$ cat config.mk
export PLATFORM = sky130hd
export DESIGN_NAME = rsl_lamp_encoder
export DESIGN_NICKNAME = d
export VERILOG_FILES = /design/src/hdl/rsl_pkg.sv /design/src/hdl/rsl_lamp_encoder.sv
export SDC_FILE = /design/constraint.sdc
export NUM_CORES = 1
export LEC_CHECK = 0
export ABC_AREA = 1
export BUFFER_PORTS_ARGS = -buffer_cell sky130_fd_sc_hd__buf_4
export CAP_MARGIN = 40
export CORE_MARGIN = 8
export CORE_UTILIZATION = 40
export CTS_CLUSTER_SIZE = 24
export DETAILED_ROUTE_END_ITERATION = 10
export GPL_ROUTABILITY_DRIVEN = 0
export PLACE_DENSITY = 0.61
export SYNTH_ARGS = -nofsm -noshare
export SYNTH_HDL_FRONTEND = slang
export SYNTH_SLANG_ARGS = --single-unit
$ cat constraint.sdc
create_clock -name mclk -period 5.2 [get_ports mclk]
set_input_delay 0.26 -clock mclk [delete_from_list [all_inputs] [get_ports mclk]]
set_output_delay 0.26 -clock mclk [all_outputs]
set_load 0.05 [all_outputs]
$ cat src/hdl/rsl_pkg.sv
/*
 * Constants for the reader status lamp encoder: register map, field
 * positions, interrupt bits and lamp timing.
 * Assumes a single 10 MHz system clock and a 32-bit Wishbone bus.
 */
package rsl_pkg;

    // ==========================================================
    // Clock and lamp timing
    // ==========================================================
    localparam int CLK_HZ = 10_000_000;
    localparam int BLINK_HALF_MS = 250;
    localparam int PULSE_MS = 100;
    localparam int BLINK_HALF_CYC_DEF = (CLK_HZ / 1000) * BLINK_HALF_MS;
    localparam int PULSE_CYC_DEF = (CLK_HZ / 1000) * PULSE_MS;

    // ==========================================================
    // Register map (byte addresses)
    // ==========================================================
    localparam logic [3:0] ADR_CTRL = 4'h0;
    localparam logic [3:0] ADR_STATUS = 4'h4;
    localparam logic [3:0] ADR_INT_STAT = 4'h8;
    localparam logic [3:0] ADR_INT_MASK = 4'hC;

    localparam int CTRL_LAMP_EN = 0;
    localparam logic CTRL_LAMP_EN_RST = 1'b1;

    localparam int ST_RDR_LSB = 0;
    localparam int ST_NET_LSB = 4;
    localparam int ST_READ_OK = 8;
    localparam int ST_HOST_EN = 9;

    localparam int IRQ_W = 4;
    localparam int IRQ_GOOD = 0;
    localparam int IRQ_NOREAD = 1;
    localparam int IRQ_DEV_ERR = 2;
    localparam int IRQ_NET_ERR = 3;
    localparam logic [IRQ_W-1:0] IRQ_MASK_RST = 4'h0;

    // ==========================================================
    // Modes shown in the status register, and pulse sequencer states
    // ==========================================================
    typedef enum logic [3:0] {
        RDR_INIT, RDR_READY, RDR_GOOD_OFF, RDR_NR_OFF, RDR_NR_RED,
        RDR_SERVICE, RDR_WARN, RDR_ERROR
    } rsl_rdr_mode_t;

    typedef enum logic [3:0] {
        NET_DARK, NET_INIT, NET_OK, NET_COMM_ERR, NET_ERR
    } rsl_net_mode_t;

    typedef enum logic [1:0] {
        PULSE_IDLE, PULSE_GOOD_OFF, PULSE_NR_OFF, PULSE_NR_RED
    } rsl_pulse_t;

endpackage

$ cat src/hdl/rsl_lamp_encoder.sv
/*
 * Status lamp encoder: turns reader and network conditions into colour
 * and blink patterns on three two-colour front lamps, with a Wishbone
 * slave for control, status and interrupts.
 * Assumes all condition inputs come from logic on mclk.
 */
// The register addresses and the Wishbone register port were chosen for this implementation.
// Behaviour
// - Drive three independent lamps: reader status, network status, Ethernet port.
// - During initialization or self test, reader lamp blinks green, reading impossible.
// - After successful self test with monitoring active, reader lamp steady green.
// - Each good decode darkens reader lamp briefly, then steady green again.
// - Each failed read: dark briefly, red briefly, then green.
// - Service mode shows steady orange; reading possible, no host result data.
// - Warning blinks red, reading continues; device error steady red, no reading.
// - Network lamp dark without communication or with protocols not released.
// - Network lamp blinks green while initializing and establishing communication.
// - Network lamp steady green once connected and talking to the host.
// - Communication, connection or address errors blink red; network error steady red.
module rsl_lamp_encoder #(
    parameter int BLINK_HALF_CYC = rsl_pkg::BLINK_HALF_CYC_DEF,
    parameter int PULSE_CYC = rsl_pkg::PULSE_CYC_DEF
) (
    input wire logic mclk,
    input wire logic rst_n,
    input wire logic wb_cyc_i,
    input wire logic wb_stb_i,
    input wire logic wb_we_i,
    input wire logic [3:0] wb_adr_i,
    input wire logic [3:0] wb_sel_i,
    input wire logic [31:0] wb_dat_i,
    output logic [31:0] wb_dat_o,
    output logic wb_ack_o,
    input wire logic self_test_busy,
    input wire logic monitor_active,
    input wire logic good_read,
    input wire logic no_read,
    input wire logic service_mode,
    input wire logic warning,
    input wire logic device_error,
    input wire logic comm_possible,
    input wire logic proto_released,
    input wire logic net_connecting,
    input wire logic net_connected,
    input wire logic comm_error,
    input wire logic addr_failed,
    input wire logic net_error,
    input wire logic eth_link_up,
    input wire logic eth_activity,
    output logic reader_status_lamp_grn,
    output logic reader_status_lamp_red,
    output logic network_status_lamp_grn,
    output logic network_status_lamp_red,
    output logic eth_lamp_grn,
    output logic eth_lamp_yel,
    output logic reading_possible,
    output logic host_data_en,
    output logic irq
);
    import rsl_pkg::*;

    // ==========================================================
    // State
    // ==========================================================
    typedef struct packed {
        logic [31:0] blink_cnt;
        logic blink_ph;
        logic [31:0] pulse_cnt;
        rsl_pulse_t pulse;
        rsl_rdr_mode_t rdr_mode;
        rsl_net_mode_t net_mode;
        logic lamp_en;
        logic [IRQ_W-1:0] int_stat;
        logic [IRQ_W-1:0] int_mask;
        logic dev_err_d;
        logic net_err_d;
        logic ack;
        logic [31:0] dat;
        logic [5:0] lamps;
        logic read_ok;
        logic host_en;
    } rsl_state_t;

    rsl_state_t st_reg;
    rsl_state_t st_next;

    logic req;
    logic wr;
    logic [IRQ_W-1:0] ev;
    logic [31:0] status_word;

    function automatic logic [31:0] rd_mux(input logic [3:0] adr,
                                           input rsl_state_t s,
                                           input logic [31:0] stw);
        logic [31:0] v;
        v = 32'h0;
        unique case (adr)
            ADR_CTRL: v[CTRL_LAMP_EN] = s.lamp_en;
            ADR_STATUS: v = stw;
            ADR_INT_STAT: v[IRQ_W-1:0] = s.int_stat;
            ADR_INT_MASK: v[IRQ_W-1:0] = s.int_mask;
            default: v = 32'h0;
        endcase
        return v;
    endfunction

    assign req = wb_cyc_i && wb_stb_i && !st_reg.ack;
    assign wr = req && wb_we_i && wb_sel_i[0];

    // Status word and event vector placed by named field positions
    always_comb begin
        status_word = 32'h0;
        status_word[ST_RDR_LSB +: $bits(rsl_rdr_mode_t)] = st_reg.rdr_mode;
        status_word[ST_NET_LSB +: $bits(rsl_net_mode_t)] = st_reg.net_mode;
        status_word[ST_READ_OK] = st_reg.read_ok;
        status_word[ST_HOST_EN] = st_reg.host_en;
        ev = '0;
        ev[IRQ_GOOD] = good_read;
        ev[IRQ_NOREAD] = no_read;
        ev[IRQ_DEV_ERR] = device_error && !st_reg.dev_err_d;
        ev[IRQ_NET_ERR] = net_error && !st_reg.net_err_d;
    end

    // ==========================================================
    // Next state
    // ==========================================================
    always_comb begin
        logic rg;
        logic rr;
        logic ng;
        logic nr;
        rg = 1'b0;
        rr = 1'b0;
        ng = 1'b0;
        nr = 1'b0;
        st_next = st_reg;
        st_next.dev_err_d = device_error;
        st_next.net_err_d = net_error;

        // Shared blink time base
        if (st_reg.blink_cnt == 32'(BLINK_HALF_CYC - 1)) begin
            st_next.blink_cnt = 32'h0;
            st_next.blink_ph = !st_reg.blink_ph;
        end else begin
            st_next.blink_cnt = st_reg.blink_cnt + 32'h1;
        end

        // Brief pulse sequencer; a new event restarts it
        if (good_read) begin
            st_next.pulse = PULSE_GOOD_OFF;
            st_next.pulse_cnt = 32'(PULSE_CYC - 1);
        end else if (no_read) begin
            st_next.pulse = PULSE_NR_OFF;
            st_next.pulse_cnt = 32'(PULSE_CYC - 1);
        end else if (st_reg.pulse != PULSE_IDLE) begin
            if (st_reg.pulse_cnt != 32'h0) begin
                st_next.pulse_cnt = st_reg.pulse_cnt - 32'h1;
            end else if (st_reg.pulse == PULSE_NR_OFF) begin
                st_next.pulse = PULSE_NR_RED;
                st_next.pulse_cnt = 32'(PULSE_CYC - 1);
            end else begin
                st_next.pulse = PULSE_IDLE;
            end
        end

        // Reader lamp, highest priority first
        if (self_test_busy || !monitor_active) begin
            st_next.rdr_mode = RDR_INIT;
            rg = st_next.blink_ph;
        end else if (device_error) begin
            st_next.rdr_mode = RDR_ERROR;
            rr = 1'b1;
        end else if (warning) begin
            st_next.rdr_mode = RDR_WARN;
            rr = st_next.blink_ph;
        end else if (service_mode) begin
            st_next.rdr_mode = RDR_SERVICE;
            rg = 1'b1;
            rr = 1'b1;
        end else begin
            unique case (st_next.pulse)
                PULSE_GOOD_OFF: st_next.rdr_mode = RDR_GOOD_OFF;
                PULSE_NR_OFF: st_next.rdr_mode = RDR_NR_OFF;
                PULSE_NR_RED: begin
                    st_next.rdr_mode = RDR_NR_RED;
                    rr = 1'b1;
                end
                PULSE_IDLE: begin
                    st_next.rdr_mode = RDR_READY;
                    rg = 1'b1;
                end
            endcase
        end
        st_next.read_ok = !(self_test_busy || !monitor_active
                            || device_error);
        st_next.host_en = st_next.read_ok && !service_mode;

        // Network lamp
        if (!comm_possible || !proto_released) begin
            st_next.net_mode = NET_DARK;
        end else if (net_error) begin
            st_next.net_mode = NET_ERR;
            nr = 1'b1;
        end else if (comm_error || addr_failed) begin
            st_next.net_mode = NET_COMM_ERR;
            nr = st_next.blink_ph;
        // Still negotiating counts as establishing, so keep blinking
        end else if (net_connected && !net_connecting) begin
            st_next.net_mode = NET_OK;
            ng = 1'b1;
        end else begin
            st_next.net_mode = NET_INIT;
            ng = st_next.blink_ph;
        end

        // Lamps blank together when software disables them
        st_next.lamps = {rg, rr, ng, nr,
                         eth_link_up && !eth_activity,
                         eth_activity && st_next.blink_ph};
        if (!st_reg.lamp_en) begin
            st_next.lamps = 6'h0;
        end

        // Bus slave: one wait state, unmapped reads give zero
        st_next.ack = req;
        st_next.dat = rd_mux(wb_adr_i, st_reg, status_word);
        if (wr && wb_adr_i == ADR_CTRL) begin
            st_next.lamp_en = wb_dat_i[CTRL_LAMP_EN];
        end
        if (wr && wb_adr_i == ADR_INT_MASK) begin
            st_next.int_mask = wb_dat_i[IRQ_W-1:0];
        end
        // Set wins over a write-one-to-clear in the same cycle
        if (wr && wb_adr_i == ADR_INT_STAT) begin
            st_next.int_stat = st_reg.int_stat & ~wb_dat_i[IRQ_W-1:0];
        end
        st_next.int_stat = st_next.int_stat | ev;

        if (!rst_n) begin
            st_next = '0;
            st_next.lamp_en = CTRL_LAMP_EN_RST;
            st_next.int_mask = IRQ_MASK_RST;
            st_next.pulse = PULSE_IDLE;
            st_next.rdr_mode = RDR_INIT;
            st_next.net_mode = NET_DARK;
        end
    end

    always_ff @(posedge mclk) begin
        st_reg <= st_next;
    end

    // ==========================================================
    // Outputs
    // ==========================================================
    assign wb_ack_o = st_reg.ack;
    assign wb_dat_o = st_reg.dat;
    assign {reader_status_lamp_grn, reader_status_lamp_red,
            network_status_lamp_grn, network_status_lamp_red,
            eth_lamp_grn, eth_lamp_yel} = st_reg.lamps;
    assign reading_possible = st_reg.read_ok;
    assign host_data_en = st_reg.host_en;
    assign irq = |(st_reg.int_stat & st_reg.int_mask);

    logic quiet;
    assign quiet = st_reg.lamp_en && monitor_active && !self_test_busy
                   && !device_error && !warning && !service_mode;
endmodule

======== Word level (Yosys, flattened, before mapping) ========
Cells that the tools add are included.
word-level totals
  bits in registers ....................... 127
  input bits .............................. 61
  output and inout bits ................... 42
  word-level logic and storage cells ...... 120
cells by class
  $add $sub $neg .......................... 2
  eq/ne operators ......................... 8
  mux-type cells .......................... 30
  bitwise operators ....................... 6
  reductions and logical operators ........ 50
operator list
  kind                   number
  $mux 22                3
  $mux 32                2
  $add 32x1->32 const B  1
  $eq 32x22->1 const B   1
  $reduce_bool 32->1     1
  $sub 32x1->32 const B  1
  $pmux 4 s4             1
  $logic_and 1x1->1      13
  $mux 1                 13
  $mux 3                 4
  $reduce_or 3->1        4
  $logic_not 1->1        11
  $reduce_or 5->1        2
  $pmux 3 s3             1
  $and 4x4->4            2
  $eq 4x4->1 const B     2
  $mux 2                 4
  $reduce_and 2->1       4
  $reduce_or 4->1        2
  $eq 2x2->1 const B     3
  $reduce_or 2->1        3
  $eq 4x3->1 const B     1
  $logic_not 4->1        1
  $logic_or 1x1->1       4
  other kinds (10)       12

======== Logic depth before layout (Yosys ltp) ========
  depth in word-level cells ............... 12
  mapped depth ............................ 17
  depth with buffers taken out ............ 17

======== Least setup slack after synthesis ========
Ideal clock, no wire load.
  kind .................................... register to register
  start ................................... reg st_reg[62] (netlist bit)
  end ..................................... reg st_reg (netlist bit reader_status_lamp_red)
  setup time .............................. 0.109 ns
  arrival ................................. 1.872 ns
  data required time ...................... 5.091 ns
  path slack .............................. 3.220 ns
  cell stages (with the launch flop) ...... 18
  buffers on the path ..................... 0
  period minus slack after synthesis ...... 1.980 ns
  path through ............................ dfxtp_1 inv_1 ha_1 nand2_1 nor2_1 nand2_1 nor2_4 nand2_4 nand2_1 nand2_1 nand2_1 inv_1 ha_1 nor2_1 a21oi_1 and2_1 nand2_1 inv_1
on the way
  word-level cells in the longest chain between the ends .. 10
ends and longest elaborated chain
  what                      RTL line                 text
  start: declaration        rsl_lamp_encoder.sv:84   rsl_state_t st_reg;
  start signal: assignment  rsl_lamp_encoder.sv:250  st_reg <= st_next;
  $reduce_bool 32->1        rsl_lamp_encoder.sv:156  if (st_reg.pulse_cnt != 32'h0) begin
  $mux 2                    rsl_lamp_encoder.sv:156
  $mux 22                   rsl_lamp_encoder.sv:155  end else if (st_reg.pulse != PULSE_IDLE) begin
  $mux 22                   rsl_lamp_encoder.sv:152  end else if (no_read) begin
  $mux 22                   rsl_lamp_encoder.sv:149  if (good_read) begin
  $eq 2x2->1                rsl_lamp_encoder.sv:181  unique case (st_next.pulse)
  $mux 1                    rsl_lamp_encoder.sv:181
  $mux 1                    rsl_lamp_encoder.sv:176  end else if (service_mode) begin
  $mux 1                    rsl_lamp_encoder.sv:173  end else if (warning) begin
  $mux 1                    rsl_lamp_encoder.sv:170  end else if (device_error) begin
Every way passes these cells. The select of a mux whose other input is x is not followed.
A chain may end at the register's enable or synchronous reset.

======== Worst setup path in the final report ========
  start ................................... reg st_reg[62] (netlist bit)
  end ..................................... reg st_reg[84] (netlist bit)
on the way
  word-level cells in the longest chain between the ends .. 3
  elaborated cells between the ends (all ways) .. 5
  classes of those cells .................. 1 x add/sub; 1 x mux; 3 x reduce/logical
ends and longest elaborated chain
  what
  branches (longest 3 deep; another with $sub 32x1->32)
Parallel ways; which one is timed is not known.

==> impl_metrics.toml <==
[outcome]
status = "finished, final reports clean"

[critical_path]
regToRegSetupSlack_ns = 2.93
critPathTopFamily = "compound AO/OA/AOI/OAI gates"
worst_setup_path_start_kind = "flop"
end_kind = "flop"
path_max_fanout = 20
crit_top_cell = "nor2_1"
crit_chain = "inv_1 -> ha_1 -> nand2_1 -> nor2_1 -> nand2_1 -> nor2_4 -> a21oi_2 -> buf_4 -> nor2_1 -> nor2_1 -> nor2_1"
crit_required_ns = 5.41
worstSetupPathType = "reg -> reg"
cp.arrival_ns = 2.48
cpMaxStageDelayCell = "a21oi_2"
reg2reg_depth = 11
cp_slowest_stage_delay_ns = 0.57
crit_buf_inv = 2
crit_path_start = "st_reg[62]"
reg2reg_from = "st_reg[62]"
cp.depth = 11

[floorplan]
dieArea_um2 = 19000
boundaryPins = 103
initial_core_util_pct = 40.9
die_w_um = 138
die_y_um = 138
rows = 44
core_area_um2 = 14500

[synthesis]
synth_area_leaders = "dfxtp_1 (34%), nand2_1 (15%), nor2_1 (9.5%)"
synth_enable_flop_cells = 0
netlist_instances = 916
synth_top_area_share_pct = 34.5
ys_warn_count = 0
synthDistinctLibCells = 40
ys_ff_latch = 102
syn_area_um2 = 5920
yosysTopAreaCell = "dfxtp_1"
avgSynthCellArea_um2 = 6.47
synth_commonest_cells = "nand2_1 (236), nor2_1 (150), inv_1 (116), dfxtp_1 (102), nand3_1 (72)"
async_flop_share_pct = 0
yosysMostFrequentCell = "nand2_1"
synth_ff_type = "dfxtp_1"
ys_seq_area_share_pct = 34.5

[final_layout]
layout-drive-gt1-share_pct = 11.5
final_core_util_pct = 45.7
area_delta_synth_final_pct = 11.7
largest_register_ff_count = 84
antennaDiodeCount = 0
fin_area_um2 = 6620
nFillCells = 1546
nNetsFinal = 1019

[clock_network]
clkSinkCount = 102
htree_levels = 3
postCtsSetupBuffers = 0
cts_resized = 0
path_clk_slew_ns = 0.07
cts_tree = "yes"
clk_path_buf_depth = 2
clock_latency_ns = 0.35
numCtsBuffers = 9
clockRootBuffer = "clkbuf_16"
postCtsHoldBufs = 0

[timing]
fin_worst_skew_ns = 0.00820
fmax_mhz = 441
slew_headroom_pct = 40.1
rsz0062_at_grt = "false"
tightest_slew_ns = 0.892
finalHoldViolCount = 0
setup_ws_ns = 2.93
tns_ns = 0
hold-worst-slack_ns = 0.0689
setup_viol = 0
drv_slew = 0
fin_crit_ns = 2.27
finalCritPeriodShare_pct = 43.6

[global_routing]
grt_pass1_wl_um = 24400
top_usage_layer = "met2"
met1_usage_pct = 20.6
track_usage_pct = 16.1
grt_pass1_vias = 5135
use_met3_pct = 4.27
antenna_found_initial = 0
grt_max_degree = 29
gr-usage-met2_pct = 25.7
grt_overflow_total = 0

[drt]
wirelength_um = 14700
wl_per_cell_um = 12.8
vias = 5503
drt_pass1_iterations = 5
drt_iter0_drc = 348
postRouteAntennaNets = 0
drc = 0
viasPerCell = 4.82

[job]
cap_violations = 0

[min_path]
hp-class = "in -> reg"
worstHoldStart = "eth_activity"
whs_path_depth = 2

[power_and_ir_drop]
ir_drop_mv = 0.230
power_density_nw_per_um2 = 263
p_leak_nw = 2.93

[placement]
port_buffers = 48
place_area_um2 = 6300
dpl.hpwl_um = 11200
dp_slack_ns = 2.92
-- cell type report --
class	instances	area, um2	area share, %
sequential	102	2040	30.9
timing repair buffer	51	403	6.09
tap	184	230	3.48
multi-input combinational	672	3190	48.1
inverter	117	442	6.68
clock buffer	10	239	3.61
clock inverter	6	75.1	1.13
-- per-layer routing --
layer  up-vias  share of wire, %
li1       2915                 -
met1      2477                48
met2        96                45
met3        15               5.3
met4         0               1.6
met5         -                 0
-- power breakdown --
part / internal (mW) / total, mW / leakage (nW) / switching, mW
clock network: 0.394 / 0.716 / 0.152 / 0.322
registers: 0.798 / 0.815 / 0.830 / 0.0168
logic: 0.0616 / 0.209 / 1.94 / 0.147
-- logic make-up (layout without fill, tap and decap cells) --
logic type | count (synthesis) | in the layout | synth area share (%)
AOI/OAI and AO/OA | 59 | 59 | 5.37
xor gates and xnor gates | 14 | 14 | 2.07
adders and majority gates | 5 | 5 | 1.06
buffers and inverters | 164 | 184 | 13.1
DFF | 102 | 102 | 34.5
other | 1 | 23 | 0.0633
and+or+nand+nor | 571 | 571 | 43.8
-- cells in the final DEF (no fill, tap or decap), types with 2 or more instances in the layout --
cell type / netlist / routed
nand3_1: 72 / 72
a21oi_1: 37 / 37
a21oi_2: 2 / 2
dfxtp_1: 102 / 102
nand3b_1: 5 / 5
buf_4: 35 / 50
nor2_1: 150 / 150
nor2_4: 8 / 8
nand2_1: 236 / 236
and2_1: 2 / 2
nand3_2: 4 / 4
nor3b_1: 7 / 7
or2_2: 3 / 3
ha_1: 5 / 5
o211ai_1: 2 / 2
inv_1: 116 / 116
xor2_1: 13 / 13
nand2_4: 3 / 3
nor3_1: 34 / 34
nand2_2: 5 / 5
o21ai_0: 13 / 13
nor4_1: 4 / 4
inv_6: 0 / 2
nor2_2: 13 / 13
clkbuf_16: 0 / 9
conb_1: 1 / 23
nand4_1: 21 / 21
-- stage by stage --
| step | total power [mW] | std cells |
|---|---|---|
| after floorplan | 1.00 | 938 |
| after global placement | 1.04 | 1124 |
| after detailed placement | 1.04 | 1126 |
| after CTS | 1.76 | 1142 |
| after global routing | 1.81 | 1142 |
| final | 1.74 | 1142 |
-- path summary, 6_finish.rpt --
path | to
setup / recovery | st_reg[84]
hold / removal | eth_lamp_grn
setup reg to reg | st_reg[84]
hold reg to reg | wb_dat_o[6]
No activity file was read; power rests on OpenSTA's default activity.
